===== src/design/wdt_pkg.sv =====
package wdt_pkg;
   // register indices; byte address is four times the index
   localparam logic [29:0] IDX_CTRL_CAUSE  = 30'h0000_0FF0;
   localparam logic [29:0] IDX_RELOAD_UPPER = 30'h0000_0FF1;
   localparam logic [29:0] IDX_RELOAD_HIGH  = 30'h0000_0FF2;
   localparam logic [29:0] IDX_RELOAD_LOW   = 30'h0000_0FF3;

   // reset cause field positions
   localparam int POS_POR_CAUSE  = 7;
   localparam int POS_STOP_CAUSE = 6;
   localparam int POS_WDT_CAUSE  = 5;
   localparam int POS_EXT_CAUSE  = 4;

   // reset values
   localparam logic [7:0]  RST_RELOAD_UPPER = 8'h00;
   localparam logic [7:0]  RST_RELOAD_HIGH  = 8'h04;
   localparam logic [7:0]  RST_RELOAD_LOW   = 8'h00;
   localparam logic [23:0] RST_RELOAD       = {RST_RELOAD_UPPER, RST_RELOAD_HIGH, RST_RELOAD_LOW};
   localparam logic [7:0]  RST_UNLOCK       = 8'h00;
   localparam logic [3:0]  RST_CAUSE        = 4'h0;

   // byte lane numbering inside the 24-bit reload/count word
   localparam logic [1:0] LANE_LOW   = 2'h0;
   localparam logic [1:0] LANE_HIGH  = 2'h1;
   localparam logic [1:0] LANE_UPPER = 2'h2;

   // ahb transfer type bit that marks an active transfer
   localparam int HTRANS_ACTIVE_BIT = 1;

   // pick one byte out of a 24-bit word
   function automatic logic [7:0] get_byte(input logic [23:0] word, input logic [1:0] lane);
      logic [7:0] res;
      res = 8'h00;
      case (lane)
         LANE_LOW:   res = word[7:0];
         LANE_HIGH:  res = word[15:8];
         LANE_UPPER: res = word[23:16];
         default:    res = 8'h00;
      endcase
      return res;
   endfunction

   // replace one byte of a 24-bit word
   function automatic logic [23:0] set_byte(input logic [23:0] word, input logic [1:0] lane,
                                            input logic [7:0] val);
      logic [23:0] res;
      res = word;
      case (lane)
         LANE_LOW:   res[7:0]   = val;
         LANE_HIGH:  res[15:8]  = val;
         LANE_UPPER: res[23:16] = val;
         default:    res = word;
      endcase
      return res;
   endfunction
endpackage


===== src/design/wdt_count_if.sv =====
`timescale 1ns/100ps
interface wdt_count_if;
   logic [23:0] reload;   // reload value from the register file
   logic        restart;  // one-cycle pulse: reload the count now
   logic [23:0] count;    // live count
   logic        expired;  // one-cycle pulse: count reached zero

   modport ctl (output reload, output restart, input count, input expired);
   modport cnt (input reload, input restart, output count, output expired);
endinterface


===== src/design/wdt_reload_cause.sv =====
// Behaviour
// - control write and reset-cause read share one address.
// - all eight control bits form one write-only unlock field.
// - cause bits: power-on 7, stop recovery 6, watchdog 5, pin 4; rest zero.
// - 24-bit reload in three bytes: upper, high, low at consecutive addresses.
// - reading a reload byte returns that byte of the live count.
// - writing a reload byte stores it into the reload value.
// - reload resets to upper 00, high 04, low 00.
// - the two addresses after the low byte hold nothing.
//
// The implementer's own choice: register access over AHB-Lite.
`timescale 1ns/100ps
module wdt_reload_cause
(
   input  wire logic        sys_clk,        // system clock, 250 MHz
   input  wire logic        reset,          // synchronous reset, active high
   input  wire logic        hsel,           // slave select
   input  wire logic [31:0] haddr,          // byte address
   input  wire logic [1:0]  htrans,         // transfer type
   input  wire logic        hwrite,         // write when high
   input  wire logic [2:0]  hsize,          // transfer size, word only
   input  wire logic [31:0] hwdata,         // write data
   input  wire logic        hready,         // bus ready in
   output logic      [31:0] hrdata,         // read data
   output logic             hreadyout,      // slave ready
   output logic             hresp,          // response, always okay
   input  wire logic        por_event,      // power-on cause pulse
   input  wire logic        stop_event,     // stop-mode recovery cause pulse
   input  wire logic        ext_event,      // external pin cause pulse
   output logic             wdt_timeout,    // one-cycle timeout pulse
   output logic      [7:0]  unlock_code,    // last byte written to control
   output logic             unlock_strobe   // one-cycle pulse after a control write
);

   wdt_count_if cif ();

   wdt_counter u_counter
   (
      .sys_clk (sys_clk),
      .reset   (reset),
      .cnt     (cif.cnt)
   );

   // data-phase bookkeeping
   logic        wr_pend_ff;
   logic        nxt_wr_pend;
   logic [29:0] wr_idx_ff;
   logic [29:0] nxt_wr_idx;
   logic [31:0] rdata_ff;
   logic [31:0] nxt_rdata;

   // register state
   logic [23:0] reload_ff;
   logic [23:0] nxt_reload;
   logic [7:0]  unlock_ff;
   logic [7:0]  nxt_unlock;
   logic        strobe_ff;
   logic        nxt_strobe;
   logic [3:0]  cause_ff;     // por, stop, wdt, ext from msb down
   logic [3:0]  nxt_cause;

   logic        take;
   logic [29:0] a_idx;
   logic [7:0]  wbyte;
   logic [7:0]  cause_byte;

   assign take  = hsel && htrans[wdt_pkg::HTRANS_ACTIVE_BIT] && hready;
   assign a_idx = haddr[31:2];
   assign wbyte = hwdata[7:0];

   // reserved low bits of the cause register read as zero
   always_comb
   begin
      cause_byte = 8'h00;
      cause_byte[wdt_pkg::POS_POR_CAUSE]  = cause_ff[3];
      cause_byte[wdt_pkg::POS_STOP_CAUSE] = cause_ff[2];
      cause_byte[wdt_pkg::POS_WDT_CAUSE]  = cause_ff[1];
      cause_byte[wdt_pkg::POS_EXT_CAUSE]  = cause_ff[0];
   end

   // address phase: latch write target, prepare read data now so the
   // data phase needs no wait state
   always_comb
   begin
      nxt_wr_pend = take && hwrite;
      nxt_wr_idx  = take ? a_idx : wr_idx_ff;
      nxt_rdata   = 32'h0000_0000;
      if (take && !hwrite)
      begin
         case (a_idx)
            wdt_pkg::IDX_CTRL_CAUSE:
               nxt_rdata = {24'h00_0000, cause_byte};
            wdt_pkg::IDX_RELOAD_UPPER:
               nxt_rdata = {24'h00_0000, wdt_pkg::get_byte(cif.count, wdt_pkg::LANE_UPPER)};
            wdt_pkg::IDX_RELOAD_HIGH:
               nxt_rdata = {24'h00_0000, wdt_pkg::get_byte(cif.count, wdt_pkg::LANE_HIGH)};
            wdt_pkg::IDX_RELOAD_LOW:
               nxt_rdata = {24'h00_0000, wdt_pkg::get_byte(cif.count, wdt_pkg::LANE_LOW)};
            default:
               nxt_rdata = 32'h0000_0000;
         endcase
      end
   end

   always_ff @(posedge sys_clk)
   begin
      if (reset)
      begin
         wr_pend_ff <= 1'b0;
         wr_idx_ff  <= 30'h0000_0000;
         rdata_ff   <= 32'h0000_0000;
      end
      else
      begin
         wr_pend_ff <= nxt_wr_pend;
         wr_idx_ff  <= nxt_wr_idx;
         rdata_ff   <= nxt_rdata;
      end
   end

   // data phase: write lands; unmapped and reserved indices drop the data
   always_comb
   begin
      nxt_reload = reload_ff;
      nxt_unlock = unlock_ff;
      nxt_strobe = 1'b0;
      if (wr_pend_ff)
      begin
         case (wr_idx_ff)
            wdt_pkg::IDX_CTRL_CAUSE:
            begin
               nxt_unlock = wbyte;
               nxt_strobe = 1'b1;
            end
            wdt_pkg::IDX_RELOAD_UPPER:
               nxt_reload = wdt_pkg::set_byte(reload_ff, wdt_pkg::LANE_UPPER, wbyte);
            wdt_pkg::IDX_RELOAD_HIGH:
               nxt_reload = wdt_pkg::set_byte(reload_ff, wdt_pkg::LANE_HIGH, wbyte);
            wdt_pkg::IDX_RELOAD_LOW:
               nxt_reload = wdt_pkg::set_byte(reload_ff, wdt_pkg::LANE_LOW, wbyte);
            default:
               nxt_reload = reload_ff;
         endcase
      end
   end

   // cause bits are sticky; only the system reset clears them, so a
   // timeout that itself resets the chip clears its own flag with the rest
   always_comb
   begin
      nxt_cause    = cause_ff;
      nxt_cause[3] = cause_ff[3] | por_event;
      nxt_cause[2] = cause_ff[2] | stop_event;
      nxt_cause[1] = cause_ff[1] | cif.expired;
      nxt_cause[0] = cause_ff[0] | ext_event;
   end

   always_ff @(posedge sys_clk)
   begin
      if (reset)
      begin
         reload_ff <= wdt_pkg::RST_RELOAD;
         unlock_ff <= wdt_pkg::RST_UNLOCK;
         strobe_ff <= 1'b0;
         cause_ff  <= wdt_pkg::RST_CAUSE;
      end
      else
      begin
         reload_ff <= nxt_reload;
         unlock_ff <= nxt_unlock;
         strobe_ff <= nxt_strobe;
         cause_ff  <= nxt_cause;
      end
   end

   // a control write refreshes the count from the current reload
   assign cif.reload  = reload_ff;
   assign cif.restart = strobe_ff;

   assign hrdata        = rdata_ff;
   assign hreadyout     = 1'b1;      // zero wait states
   assign hresp         = 1'b0;
   assign wdt_timeout   = cif.expired;
   assign unlock_code   = unlock_ff;
   assign unlock_strobe = strobe_ff;

endmodule


===== src/design/wdt_counter.sv =====
`timescale 1ns/100ps
module wdt_counter
(
   input  wire logic  sys_clk,  // system clock
   input  wire logic  reset,    // synchronous reset, active high
   wdt_count_if.cnt   cnt       // reload in, count out
);

   logic [23:0] count_ff;
   logic [23:0] nxt_count;
   logic        expired_ff;
   logic        nxt_expired;

   // down counter; on zero flag expiry and start over from reload
   always_comb
   begin
      nxt_count   = count_ff - 24'h00_0001;
      nxt_expired = 1'b0;
      if (cnt.restart)
      begin
         nxt_count = cnt.reload;
      end
      else if (count_ff == 24'h00_0000)
      begin
         nxt_count   = cnt.reload;
         nxt_expired = 1'b1;
      end
   end

   always_ff @(posedge sys_clk)
   begin
      if (reset)
      begin
         count_ff   <= wdt_pkg::RST_RELOAD;
         expired_ff <= 1'b0;
      end
      else
      begin
         count_ff   <= nxt_count;
         expired_ff <= nxt_expired;
      end
   end

   assign cnt.count   = count_ff;
   assign cnt.expired = expired_ff;

endmodule


===== config.mk =====
export PLATFORM = sky130hd
export DESIGN_NAME = wdt_reload_cause
export DESIGN_NICKNAME = d
export VERILOG_FILES = /design/src/design/wdt_pkg.sv /design/src/design/wdt_count_if.sv /design/src/design/wdt_reload_cause.sv /design/src/design/wdt_counter.sv
export SDC_FILE = /design/constraint.sdc
export NUM_CORES = 1
export LEC_CHECK = 0
export BUFFER_PORTS_ARGS = -buffer_cell sky130_fd_sc_hd__buf_2
export CAP_MARGIN = 20
export CORE_ASPECT_RATIO = 0.75
export CORE_MARGIN = 8
export CORE_UTILIZATION = 55
export DETAILED_ROUTE_END_ITERATION = 10
export GPL_TIMING_DRIVEN = 1
export HOLD_SLACK_MARGIN = 0.06
export PLACE_DENSITY = 0.86
export SYNTH_ARGS = -nofsm -noshare
export SYNTH_HDL_FRONTEND = slang
export SYNTH_SLANG_ARGS = --single-unit

===== constraint.sdc =====
create_clock -name sys_clk -period 5.5 [get_ports sys_clk]
set_input_delay 0.275 -clock sys_clk [delete_from_list [all_inputs] [get_ports sys_clk]]
set_output_delay 0.275 -clock sys_clk [all_outputs]
set_load 0.02 [all_outputs]

# Yosys cells after proc, flatten, opt, wreduce, memory -nomap -nowiden
# Index checks and enable logic that the tools add are counted.
[classes]
reduce_logical = 13
div = 0
addsub = 1
shifts = 0
bitwise = 9
n_mul = 0
mux = 6
magnitude_cmp = 0
eq_ne = 8
[op_table]
columns = ["cell", "n"]
rows = [
  ["30-bit by 12-bit equality test with 1-bit output, second input constant", 8],
  ["24-bit case mux with 3 select lines", 1],
  ["24-bit two-way mux", 2],
  ["8-bit case mux with 4 select lines", 1],
  ["24-bit logical NOT", 1],
  ["24-bit by 1-bit subtractor with 24-bit output, second input constant", 1],
  ["4-bit AND reduction", 3],
  ["2-bit OR reduction", 3],
  ["1-bit NOT", 5],
  ["1-bit logical AND", 4],
  ["1-bit bitwise OR", 4],
  ["1-bit two-way mux", 2],
  ["2-bit AND reduction", 1],
  ["1-bit logical NOT", 1],
]
[totals]
output_inout_bits = 44
latch_bits = 0
register_bits = 125
mem_bits_ro = 0
in_bits = 77
mem_count = 0
ram_bits = 0
elab_cells = 48

# Logic depth before layout (Yosys ltp)
# Gate-level depths: netlist (run 1).
[logic_depth]
word_depth = 5
mapped_depth = 8
ltp_nobuf = 7

# Hierarchy
# Synthesis (run 1) repeated with hierarchy kept, for this count alone.
[unflattened]
hier_cells = 505
area_unflattened_um2 = 4643.2
[by_module_without_submodules]
columns = ["mod", "cells_each", "seq_area_each_um2", "area_per_inst_um2", "n_inst"]
rows = [
  ["wdt_reload_cause", 352, 1521.5, 3310.7, 1],
  ["wdt_counter", 153, 500.5, 1332.5, 1],
]

# Least setup slack after synthesis (run 1)
# Ideal clock, no wire load.
[synth_path]
path_type = "register -> register"
startpoint = "register u_counter.count_ff[0], in the netlist u_counter.cnt.count[0]"
endpoint = "register u_counter.count_ff[16], in the netlist u_counter.cnt.count[16]"
arrival_time_ps = 2013
n_path_buf = 1
path_stages_with_launch = 9
setup_slack_ps = 3354
required_time_ps = 5367
setup_time_ps = 133
period_less_slack_ps = 2146
path_cell_list = "dfxtp_1 -> inv_1 -> ha_1 -> or4b_2 -> nor4_2 -> a21oi_2 -> clkbuf_1 -> nor2_1 -> a211oi_2"
[synth_between]
elab_chain_cells = 3
elab_cells_between_ends = 4
cone_classes = "1 x add/sub; 2 x mux; 1 x reduce/logical"
[synth_rtl]
columns = ["element", "line_no", "rtl"]
rows = [
  ["start: declaration", "wdt_counter.sv:9", "logic [23:0] count_ff;"],
  ["start signal: assignment", "wdt_counter.sv:34", "count_ff <= wdt_pkg::RST_RELOAD;"],
  ["start signal: assignment", "wdt_counter.sv:39", "count_ff <= nxt_count;"],
  ["24-bit by 1-bit subtractor with 24-bit output or 24-bit logical NOT (tied branches)", "wdt_counter.sv:17, wdt_counter.sv:23", ""],
  ["24-bit two-way mux (*)", "wdt_counter.sv:23", "else if (count_ff == 24'h00_0000)"],
  ["24-bit two-way mux (*)", "wdt_counter.sv:19", "if (cnt.restart)"],
]
# Every way passes the cells marked *; elsewhere a longest branch is shown, timed or not.
# A chain may end at the register's enable or synchronous reset.

# Final worst setup path (run 1)
[layout_path]
startpoint = "register u_counter.count_ff[0], in the netlist u_counter.cnt.count[0]"
endpoint = "register u_counter.count_ff[10], in the netlist u_counter.cnt.count[10]"
# Same word-level chain as after synthesis.

==> results of run 1 <==
placed cells by master (no fill, tap or decap), drive strengths merged, types with 3 or more instances in the layout:
cell    synthesis  final
nor4b           5      5
a211oi         20     20
nor2           82     82
inv             5      9
mux2i          40     40
buf            33     69
nand2          66     66
xor2            7      7
or4b            3      3
xnor2           9      9
nor4           10     10
conb            2     26
nand3           3      3
and3            3      3
o22a            4      4
dfxtp         101    101
clkbuf         22     10
nor3           13     13
or4             8      8
a22oi           4      4
nand4           4      4
mux2            4      4
a21oi          33     33
logic make-up after synthesis:
family | after synthesis | share of synthesized area (%)
multiplexers | 44 | 10.04
buffers and inverters | 60 | 7.387
AO/OA/AOI/OAI | 70 | 10.35
flip-flops | 101 | 45.56
other | 2 | 0.1692
XOR/XNOR | 16 | 3.158
adder cells (fa/ha/maj) | 2 | 0.5638
AND/OR/NAND/NOR | 210 | 22.78
flip-flops by register name, summed over array words and instances, names as in the netlist:
register and cells:
cif.reload 24, unlock_code 8, u_counter.cnt.count 24, unlock_strobe 1, u_counter.cnt.expired 1, hrdata 8
wr_pend_ff 1, cause_ff 4, wr_idx_ff 30
power breakdown:
group / total, uW / switching [uW] / internal (uW)
Combinational: 419 / 245 / 175
Sequential: 868 / 75.1 / 793
Clock: 452 / 276 / 177
final cells by class:
| cell class | instances | area, um^2 | area share [%] |
|---|---|---|---|
| Multi-Input combinational cell | 368 | 2185 | 44.42 |
| Sequential cell | 101 | 2022 | 41.11 |
| Timing Repair Buffer | 70 | 369.1 | 7.504 |
| Tap cell | 105 | 131.4 | 2.671 |
| Clock buffer | 9 | 123.9 | 2.518 |
| Clock inverter | 7 | 68.82 | 1.399 |
| Inverter | 5 | 18.77 | 0.3816 |
tightest hold or removal path, cell delays in order:
cell	delay [ns]
buf_2	0.08
nor2_1	0.03
nor2_1	0.06
metrics by stage:
step | total power, uW | cell area, um^2 | hold WS (ns)
final | 1740 | 4918 | 0.1045
after global routing | 1836 | 4918 | 0.1224
after CTS | 1744 | 4892 | 0.1023
after detailed placement | 1292 | 4700 | 0.4462
after global placement | 1280 | 4700 | 0.4413
after floorplan | 1205 | 4528 | 0.3908
cell usage after synthesis, drive strengths merged, types with 3 or more instances:
cell	count
a211oi	20
a21oi	33
a22oi	4
and3	3
buf	33
clkbuf	22
dfxtp	101
inv	5
mux2	4
mux2i	40
nand2	66
nand3	3
nand4	4
nor2	82
nor3	13
nor4	10
nor4b	5
o22a	4
or4	8
or4b	3
xnor2	9
xor2	7
layer usage:
layer | share of wire [%] | wire [um]
met1 | 47 | 4866
met2 | 42 | 4377
met3 | 8.9 | 918
met4 | 1.7 | 172
met5 | 0 | 0
path summary, 6_finish.rpt:
kind,from,end,slack [ns],cells after the start
worst max-delay path,u_counter.cnt.count[0],u_counter.cnt.count[10],2.74,8
worst min-delay path,stop_event,cause_ff[2],0.10,3
worst max register to register,u_counter.cnt.count[0],u_counter.cnt.count[10],2.74,8
worst min register to register,wr_idx_ff[29],wr_idx_ff[29],0.46,2
==> flow_metrics.env, run 1 <==
export IMPL_outcome="finished clean"
export IMPL_synth_area_per_cell_um2=8.788
export IMPL_drtIter0Drc=329
export IMPL_end_kind="flop"
export IMPL_dieArea_um2=11230
export IMPL_core_area_um2=7848
export IMPL_yosysSeqAreaShare_pct=45.56
export IMPL_final_cell_count_no_fill=665
export IMPL_antenna_found_initial=0
export IMPL_insertedDiodeCount=0
export IMPL_drive_above_1_share_pct=18.57
export IMPL_drtPass1Iterations=5
export IMPL_maxCapViolCount=0
export IMPL_via_per_inst=5.492
export IMPL_hold_buffers=0
export IMPL_cts_root_buffer="clkbuf_8"
export IMPL_crit_required_ns=5.74
export IMPL_drc=0
export IMPL_worstMarginPinSlew_ns=0.9948
export IMPL_finalWorstSetupSlack_ns=2.744
export IMPL_post_route_period_util_pct=50.11
export IMPL_cp_cell_sequence="inv_1 -> ha_1 -> or4b_2 -> nor4_2 -> a21oi_2 -> buf_4 -> nor3_1 -> a31oi_1"
export IMPL_finalSetupViolCount=0
export IMPL_initial_utilization_pct=56.55
export IMPL_synth_area_um2=4438
export IMPL_cts_path_max_buffers=2
export IMPL_synth_seq_cells=101
export IMPL_synth_edf_count=0
export IMPL_clkSlewWorstSetupHoldPaths_ns=0.11
export IMPL_period_minus_slack_ns=2.756
export IMPL_path_buf_inv=2
export IMPL_synth_warnings=0
export IMPL_fmax_mhz=362.9
export IMPL_met3_usage_pct=5.045
export IMPL_area_growth_pct=10.83
export IMPL_die_w_um=119.7
export IMPL_htreeDepth=3
export IMPL_grt_pass1_vias=3408
export IMPL_insertion_delay_ns=0.38
export IMPL_critPathKind="reg -> reg"
export IMPL_rsz0062_at_grt="false"
export IMPL_routedWlPerCell_um=15.54
export IMPL_drt_total_wl_mm=10.34
export IMPL_die_y_um=93.80
export IMPL_slew_violations=0
export IMPL_power_leakage_uw=0.001907
export IMPL_grt_overflow=0
export IMPL_relSlewSlack_pct=33.68
export IMPL_grt_max_degree=97
export IMPL_cpPeakStageDelay_ns=0.60
export IMPL_vdd_ir_drop_max_mv=0.1457
export IMPL_grt_busiest_layer="met2"
export IMPL_crit_fanout=34
export IMPL_synthCells=505
export IMPL_cts_buffers=9
export IMPL_num_rows=28
export IMPL_hp_class="in -> reg"
export IMPL_synthFlopType="dfxtp_1"
export IMPL_grt_util_met1_pct=24.94
export IMPL_netlist_area_leader_share_pct=45.56
export IMPL_start_kind="flop"
export IMPL_synth_area_leaders="dfxtp_1 (46%), mux2i_1 (9.0%), nor2_1 (6.9%)"
export IMPL_final_setup_tns_ns=0
export IMPL_ctsResizeCount=0
export IMPL_gr_usage_all_layers_pct=18.08
export IMPL_cts_setup_buffers=0
export IMPL_crit_family="simple AND/OR/NAND/NOR gates"
export IMPL_detail_route_antenna_nets=0
export IMPL_dp_cells=646
export IMPL_cts_tree="yes"
export IMPL_fillers=672
export IMPL_dp_hpwl_mm=7.539
export IMPL_gp_congestion=0.9071
export IMPL_cts_sinks=101
export IMPL_io_pins=121
export IMPL_route_vias_total=3652
export IMPL_yosysTopAreaCell="dfxtp_1"
export IMPL_hold_viol=0
export IMPL_nets=634
export IMPL_cp_arrival_ns=3.00
export IMPL_grt_use_met2_pct=26.40
export IMPL_grt_pass1_wl_mm=16.39
export IMPL_power_density_nw_per_um2=353.8
export IMPL_io_buffers=64
export IMPL_clock_skew_ns=0.01652
export IMPL_synth_distinct_cells=49
export IMPL_utilization_pct=62.68
export IMPL_place_ws_ns=2.850
export IMPL_cp_slowest_cell="or4b_2"
export IMPL_async_flop_share_pct=0
Note: power is estimated with default switching activity, not from simulation.
==> run 2: changes to the inputs <==
--- a/config.mk
+++ b/config.mk
@@ -9,11 +9,11 @@
 export CAP_MARGIN = 20
 export CORE_ASPECT_RATIO = 0.75
 export CORE_MARGIN = 8
-export CORE_UTILIZATION = 55
+export CORE_UTILIZATION = 47
 export DETAILED_ROUTE_END_ITERATION = 10
 export GPL_TIMING_DRIVEN = 1
 export HOLD_SLACK_MARGIN = 0.06
-export PLACE_DENSITY = 0.86
+export PLACE_DENSITY = 0.79
 export SYNTH_ARGS = -nofsm -noshare
 export SYNTH_HDL_FRONTEND = slang
 export SYNTH_SLANG_ARGS = --single-unit
==> constraint.sdc (replaced) <==
create_clock -name sys_clk -period 2.36 [get_ports sys_clk]
set_input_delay 0.118 -clock sys_clk [delete_from_list [all_inputs] [get_ports sys_clk]]
set_output_delay 0.118 -clock sys_clk [all_outputs]
set_load 0.02 [all_outputs]
==> flow_metrics.env, run 2 (same netlist as run 1, synthesis figures left out) <==
export IMPL_grt_pass1_wl_mm=19.08
export IMPL_routedWlPerCell_um=16.02
export IMPL_cts_tree="yes"
export IMPL_area_growth_pct=24.98
export IMPL_htreeDepth=3
export IMPL_drt_total_wl_mm=11.79
export IMPL_vdd_ir_drop_max_mv=0.5542
export IMPL_largest_reg_flops=30
export IMPL_num_rows=30
export IMPL_hp_class="in -> reg"
export IMPL_end_kind="flop"
export IMPL_core_area_um2=9121
export IMPL_outcome="finished clean"
export IMPL_drtPass1Iterations=5
export IMPL_drc=0
export IMPL_cp_arrival_ns=2.48
export IMPL_final_cell_mix="dfxtp_1 (101), nor2_1 (81), nand2_1 (66)"
export IMPL_power_leakage_uw=0.002194
export IMPL_grt_max_degree=46
export IMPL_final_setup_tns_ns=0
export IMPL_startpoint="u_counter.cnt.count[0]"
export IMPL_fmax_mhz=443.7
export IMPL_antenna_found_initial=0
export IMPL_gr_usage_all_layers_pct=18.77
export IMPL_cts_root_buffer="clkbuf_16"
export IMPL_dp_hpwl_mm=8.137
export IMPL_post_route_period_util_pct=95.50
export IMPL_crit_required_ns=2.59
export IMPL_initial_utilization_pct=48.66
export IMPL_detail_route_antenna_nets=0
export IMPL_dieArea_um2=12840
export IMPL_cts_sinks=101
export IMPL_clock_skew_ns=0.01217
export IMPL_gp_congestion=0.8770
export IMPL_nets=682
export IMPL_hold_viol=0
export IMPL_finalSetupViolCount=0
export IMPL_via_per_inst=5.227
export IMPL_layout_commonest_cell="dfxtp_1"
export IMPL_fillers=778
export IMPL_place_ws_ns=0.1334
export IMPL_critPathKind="reg -> reg"
export IMPL_die_y_um=100.2
export IMPL_rsz0062_at_grt="false"
export IMPL_top_register="wr_idx_ff"
export IMPL_die_w_um=128.2
export IMPL_insertedDiodeCount=0
export IMPL_relSlewSlack_pct=49.84
export IMPL_drtIter0Drc=362
export IMPL_maxCapViolCount=0
export IMPL_drive_above_1_share_pct=20.23
export IMPL_crit_fanout=45
export IMPL_io_buffers=64
export IMPL_grt_overflow=0
export IMPL_finalWorstSetupSlack_ns=0.1061
export IMPL_grt_pass1_vias=3812
export IMPL_r2r_start="u_counter.cnt.count[0]"
export IMPL_start_kind="flop"
export IMPL_insertion_delay_ns=0.35
export IMPL_dp_cells=688
export IMPL_cts_buffers=9
export IMPL_slew_violations=0
export IMPL_worstMarginPinSlew_ns=0.7525
export IMPL_period_minus_slack_ns=2.254
export IMPL_cts_path_max_buffers=2
export IMPL_io_pins=121
export IMPL_min_from="hwdata[5]"
export IMPL_power_density_nw_per_um2=865.2
export IMPL_final_cell_count_no_fill=736
export IMPL_route_vias_total=3847
export IMPL_clkSlewWorstSetupHoldPaths_ns=0.07
[run 2: cell count changes in the layout (fill, tap and decap cells not counted), moves of 2 or more]
| cell | delta |
|---|---|
| buf_4 | +17 |
| bufinv_16 | +2 |
| clkbuf_16 | +9 |
| clkbuf_8 | -8 |
| dlygate4sd3_1 | +32 |
[run 2: what timing repair did]
item	in CTS	in global routing
hold buffers	32	0
buffers inserted	0	0
setup endpoints to repair	0	10
hold endpoints to repair	32	0
resized for setup	0	3
[run 2: path summary, 6_finish.rpt]
kind | end | depth (start not counted) | slack (ns)
max | u_counter.cnt.count[18] | 9 | 0.11
min | cif.reload[21] | 3 | 0.08
max reg2reg | u_counter.cnt.count[18] | 9 | 0.11
min reg2reg | wr_idx_ff[27] | 2 | 0.46
[run 2: critical path: stages, from the launching register on]
cell      delay [ns]
dfxtp_1         0.31
inv_1           0.08
ha_1            0.16
or4b_2          0.60
nor4_2          0.27
buf_4           0.17
a21oi_2         0.06
buf_12          0.18
nor2_1          0.21
a211oi_1        0.08
[run 2: report_power, final]
group	leakage (uW)	switching, uW	internal, uW	total, uW
Clock	0.000161	647	967	1610
Combinational	0.00121	660	541	1200
Sequential	0.000819	135	1850	1980
Total	0.00219	1440	3360	4800
[run 2: area by class of cell]
| class | instances | area (um^2) | share of cell area (%) |
|---|---|---|---|
| clock buffer | 10 | 239.0 | 4.309 |
| inverter | 5 | 18.77 | 0.3384 |
| tap | 128 | 160.2 | 2.887 |
| multi-input combinational | 368 | 2196 | 39.59 |
| timing repair buffer | 118 | 818.3 | 14.75 |
| sequential | 101 | 2022 | 36.45 |
| clock inverter | 6 | 92.59 | 1.669 |
[run 2: layer usage]
metal	GRT usage, %	vias up	part of all wire, %
met3	5.879	19	7.3
met5	0	-	0
met2	27.71	131	44
met4	6.102	0	1.6
met1	25.33	1800	47
li1	-	1897	-
[run 2: stage by stage]
stage	power, uW	cell area, um^2	util, %	hold WS [ns]
after floorplan	2808	4528	-	0.2338
after global placement	3123	4883	53.54	0.3251
after detailed placement	3143	4883	53.54	0.3334
after CTS	4799	5535	60.69	0.06882
after global routing	5041	5547	60.81	0.07435
final	4799	5547	60.81	0.07660
==> run 3: changes to the inputs <==
--- a/config.mk
+++ b/config.mk
@@ -5,7 +5,7 @@
 export SDC_FILE = /design/constraint.sdc
 export NUM_CORES = 1
 export LEC_CHECK = 0
-export BUFFER_PORTS_ARGS = -buffer_cell sky130_fd_sc_hd__buf_2
+export BUFFER_PORTS_ARGS = -buffer_cell sky130_fd_sc_hd__buf_4
 export CAP_MARGIN = 20
 export CORE_ASPECT_RATIO = 0.75
 export CORE_MARGIN = 8
@@ -14,6 +14,7 @@
 export GPL_TIMING_DRIVEN = 1
 export HOLD_SLACK_MARGIN = 0.06
 export PLACE_DENSITY = 0.79
+export REMOVE_ABC_BUFFERS = 1
 export SYNTH_ARGS = -nofsm -noshare
 export SYNTH_HDL_FRONTEND = slang
 export SYNTH_SLANG_ARGS = --single-unit
==> flow_metrics.env, run 3 (same netlist as run 1, synthesis figures left out) <==
export IMPL_fmax_mhz=441.2
export IMPL_critPathKind="reg -> reg"
export IMPL_routedWlPerCell_um=16.29
export IMPL_nets=686
export IMPL_initial_utilization_pct=48.66
export IMPL_route_vias_total=3954
export IMPL_hold_viol=0
export IMPL_drc=0
export IMPL_drtIter0Drc=282
export IMPL_final_setup_tns_ns=0
export IMPL_grt_max_degree=55
export IMPL_num_rows=30
export IMPL_detail_route_antenna_nets=0
export IMPL_crit_family="simple AND/OR/NAND/NOR gates"
export IMPL_final_cell_count_no_fill=740
export IMPL_grt_pass1_vias=3940
export IMPL_r2r_setup_slack_ns=0.09
export IMPL_cp_slowest_cell="nor4b_1"
export IMPL_vdd_ir_drop_max_mv=0.3705
export IMPL_path_buf_inv=1
export IMPL_clock_skew_ns=0.01020
export IMPL_dp_cells=684
export IMPL_cts_sinks=101
export IMPL_top_register="wr_idx_ff"
export IMPL_maxCapViolCount=0
export IMPL_die_w_um=128.2
export IMPL_layout_commonest_cell="dfxtp_1"
export IMPL_power_density_nw_per_um2=795.2
export IMPL_post_route_period_util_pct=96.05
export IMPL_insertedDiodeCount=0
export IMPL_gr_usage_all_layers_pct=19.16
export IMPL_place_ws_ns=0.06303
export IMPL_cp_cell_sequence="nor4b_1 -> nand4_1 -> nor4b_2 -> buf_4 -> mux2i_1 -> nor2_1"
export IMPL_cp_arrival_ns=2.47
export IMPL_antenna_found_initial=0
export IMPL_end_kind="flop"
export IMPL_start_kind="flop"
export IMPL_cts_tree="yes"
export IMPL_cts_buffers=9
export IMPL_drtPass1Iterations=5
export IMPL_worstMarginPinSlew_ns=1.010
export IMPL_finalSetupViolCount=0
export IMPL_relSlewSlack_pct=32.66
export IMPL_crit_required_ns=2.56
export IMPL_slew_violations=0
export IMPL_rsz0062_at_grt="false"
export IMPL_cts_setup_buffers=0
export IMPL_die_y_um=100.2
export IMPL_core_area_um2=9121
export IMPL_dieArea_um2=12840
export IMPL_final_cell_mix="dfxtp_1 (101), nor2_1 (81), buf_4 (81)"
export IMPL_largest_reg_flops=30
export IMPL_cts_path_max_buffers=2
export IMPL_io_buffers=64
export IMPL_finalWorstSetupSlack_ns=0.09321
export IMPL_power_uw=4528
export IMPL_hp_class="in -> reg"
export IMPL_crit_fanout=8
export IMPL_io_pins=121
export IMPL_cts_root_buffer="clkbuf_16"
export IMPL_clkSlewWorstSetupHoldPaths_ns=0.07
export IMPL_area_growth_pct=28.31
export IMPL_dp_hpwl_mm=8.005
export IMPL_cpPeakStageDelay_ns=0.49
export IMPL_via_per_inst=5.343
export IMPL_htreeDepth=3
export IMPL_drt_total_wl_mm=12.05
export IMPL_grt_pass1_wl_mm=19.64
export IMPL_gp_congestion=0.8960
export IMPL_grt_overflow=0
export IMPL_drive_above_1_share_pct=19.44
export IMPL_insertion_delay_ns=0.35
export IMPL_outcome="finished clean"
export IMPL_period_minus_slack_ns=2.267
export IMPL_power_leakage_uw=0.002222
run 3: cell count changes in the layout (fill, tap and decap cells not counted), sizes merged:
cell         before  now
inv               7    5
clkbuf           10    9
clkinvlp          1    0
clkinv            1    7
buf              86   82
dlygate4sd3      32   40
bufinv            2    0
run 3: worst reg2reg max path, cell delays in order, from the launching register on:
cell and delay [ns]:
dfxtp_1 0.33, nor4b_1 0.49, nand4_1 0.42, nor4b_2 0.34
buf_4 0.26, mux2i_1 0.21, nor2_1 0.08
run 3: final cells by class:
cell class                 count  area [um^2]
clock buffer                   9        225.2
clock inverter                 7        42.54
fill                         755         3427
inverter                       5        18.77
multi-input combinational    368         2197
sequential                   101         2022
tap                          128        160.2
timing repair buffer         122         1028
run 3: report_power, final:
group / switching (uW) / leakage [uW] / internal (uW) / total, uW
Sequential: 156 / 0.000819 / 1850 / 2000
Combinational: 647 / 0.00126 / 535 / 1180
Clock: 633 / 0.000139 / 709 / 1340
Total: 1440 / 0.00222 / 3090 / 4530
run 3: final timing paths:
| kind | from | end | cells past startpoint |
|---|---|---|---|
| hold reg to reg | wr_idx_ff[11] | wr_idx_ff[11] | 2 |
| setup reg to reg | wr_idx_ff[27] | cif.reload[22] | 6 |
| hold / removal | haddr[3] | wr_idx_ff[1] | 3 |
| setup / recovery | wr_idx_ff[27] | cif.reload[22] | 6 |
run 3: what timing repair did:
item | CTS | global route
gates resized for setup | 0 | 3
hold buffers | 39 | 1
endpoints found under the setup margin | 0 | 9
hold endpoints to repair | 59 | 1
run 3: layer usage:
layer | global-route usage [%] | up-vias | share of wire [%]
met5 | 0 | - | 0
met4 | 8.379 | 0 | 2.8
met3 | 4.926 | 29 | 8.3
met2 | 30.46 | 183 | 47
met1 | 24.01 | 1836 | 42
li1 | - | 1906 | -
run 3: stage by stage:
step / util (%) / instance area, um^2 / hold WS, ns
floorplan: - / 4219 / 0.1826
global placement: 54.97 / 5014 / 0.3260
detailed placement: 54.97 / 5014 / 0.3342
CTS: 62.18 / 5672 / 0.06185
global route: 62.43 / 5694 / 0.09345
finish: 62.43 / 5694 / 0.1012
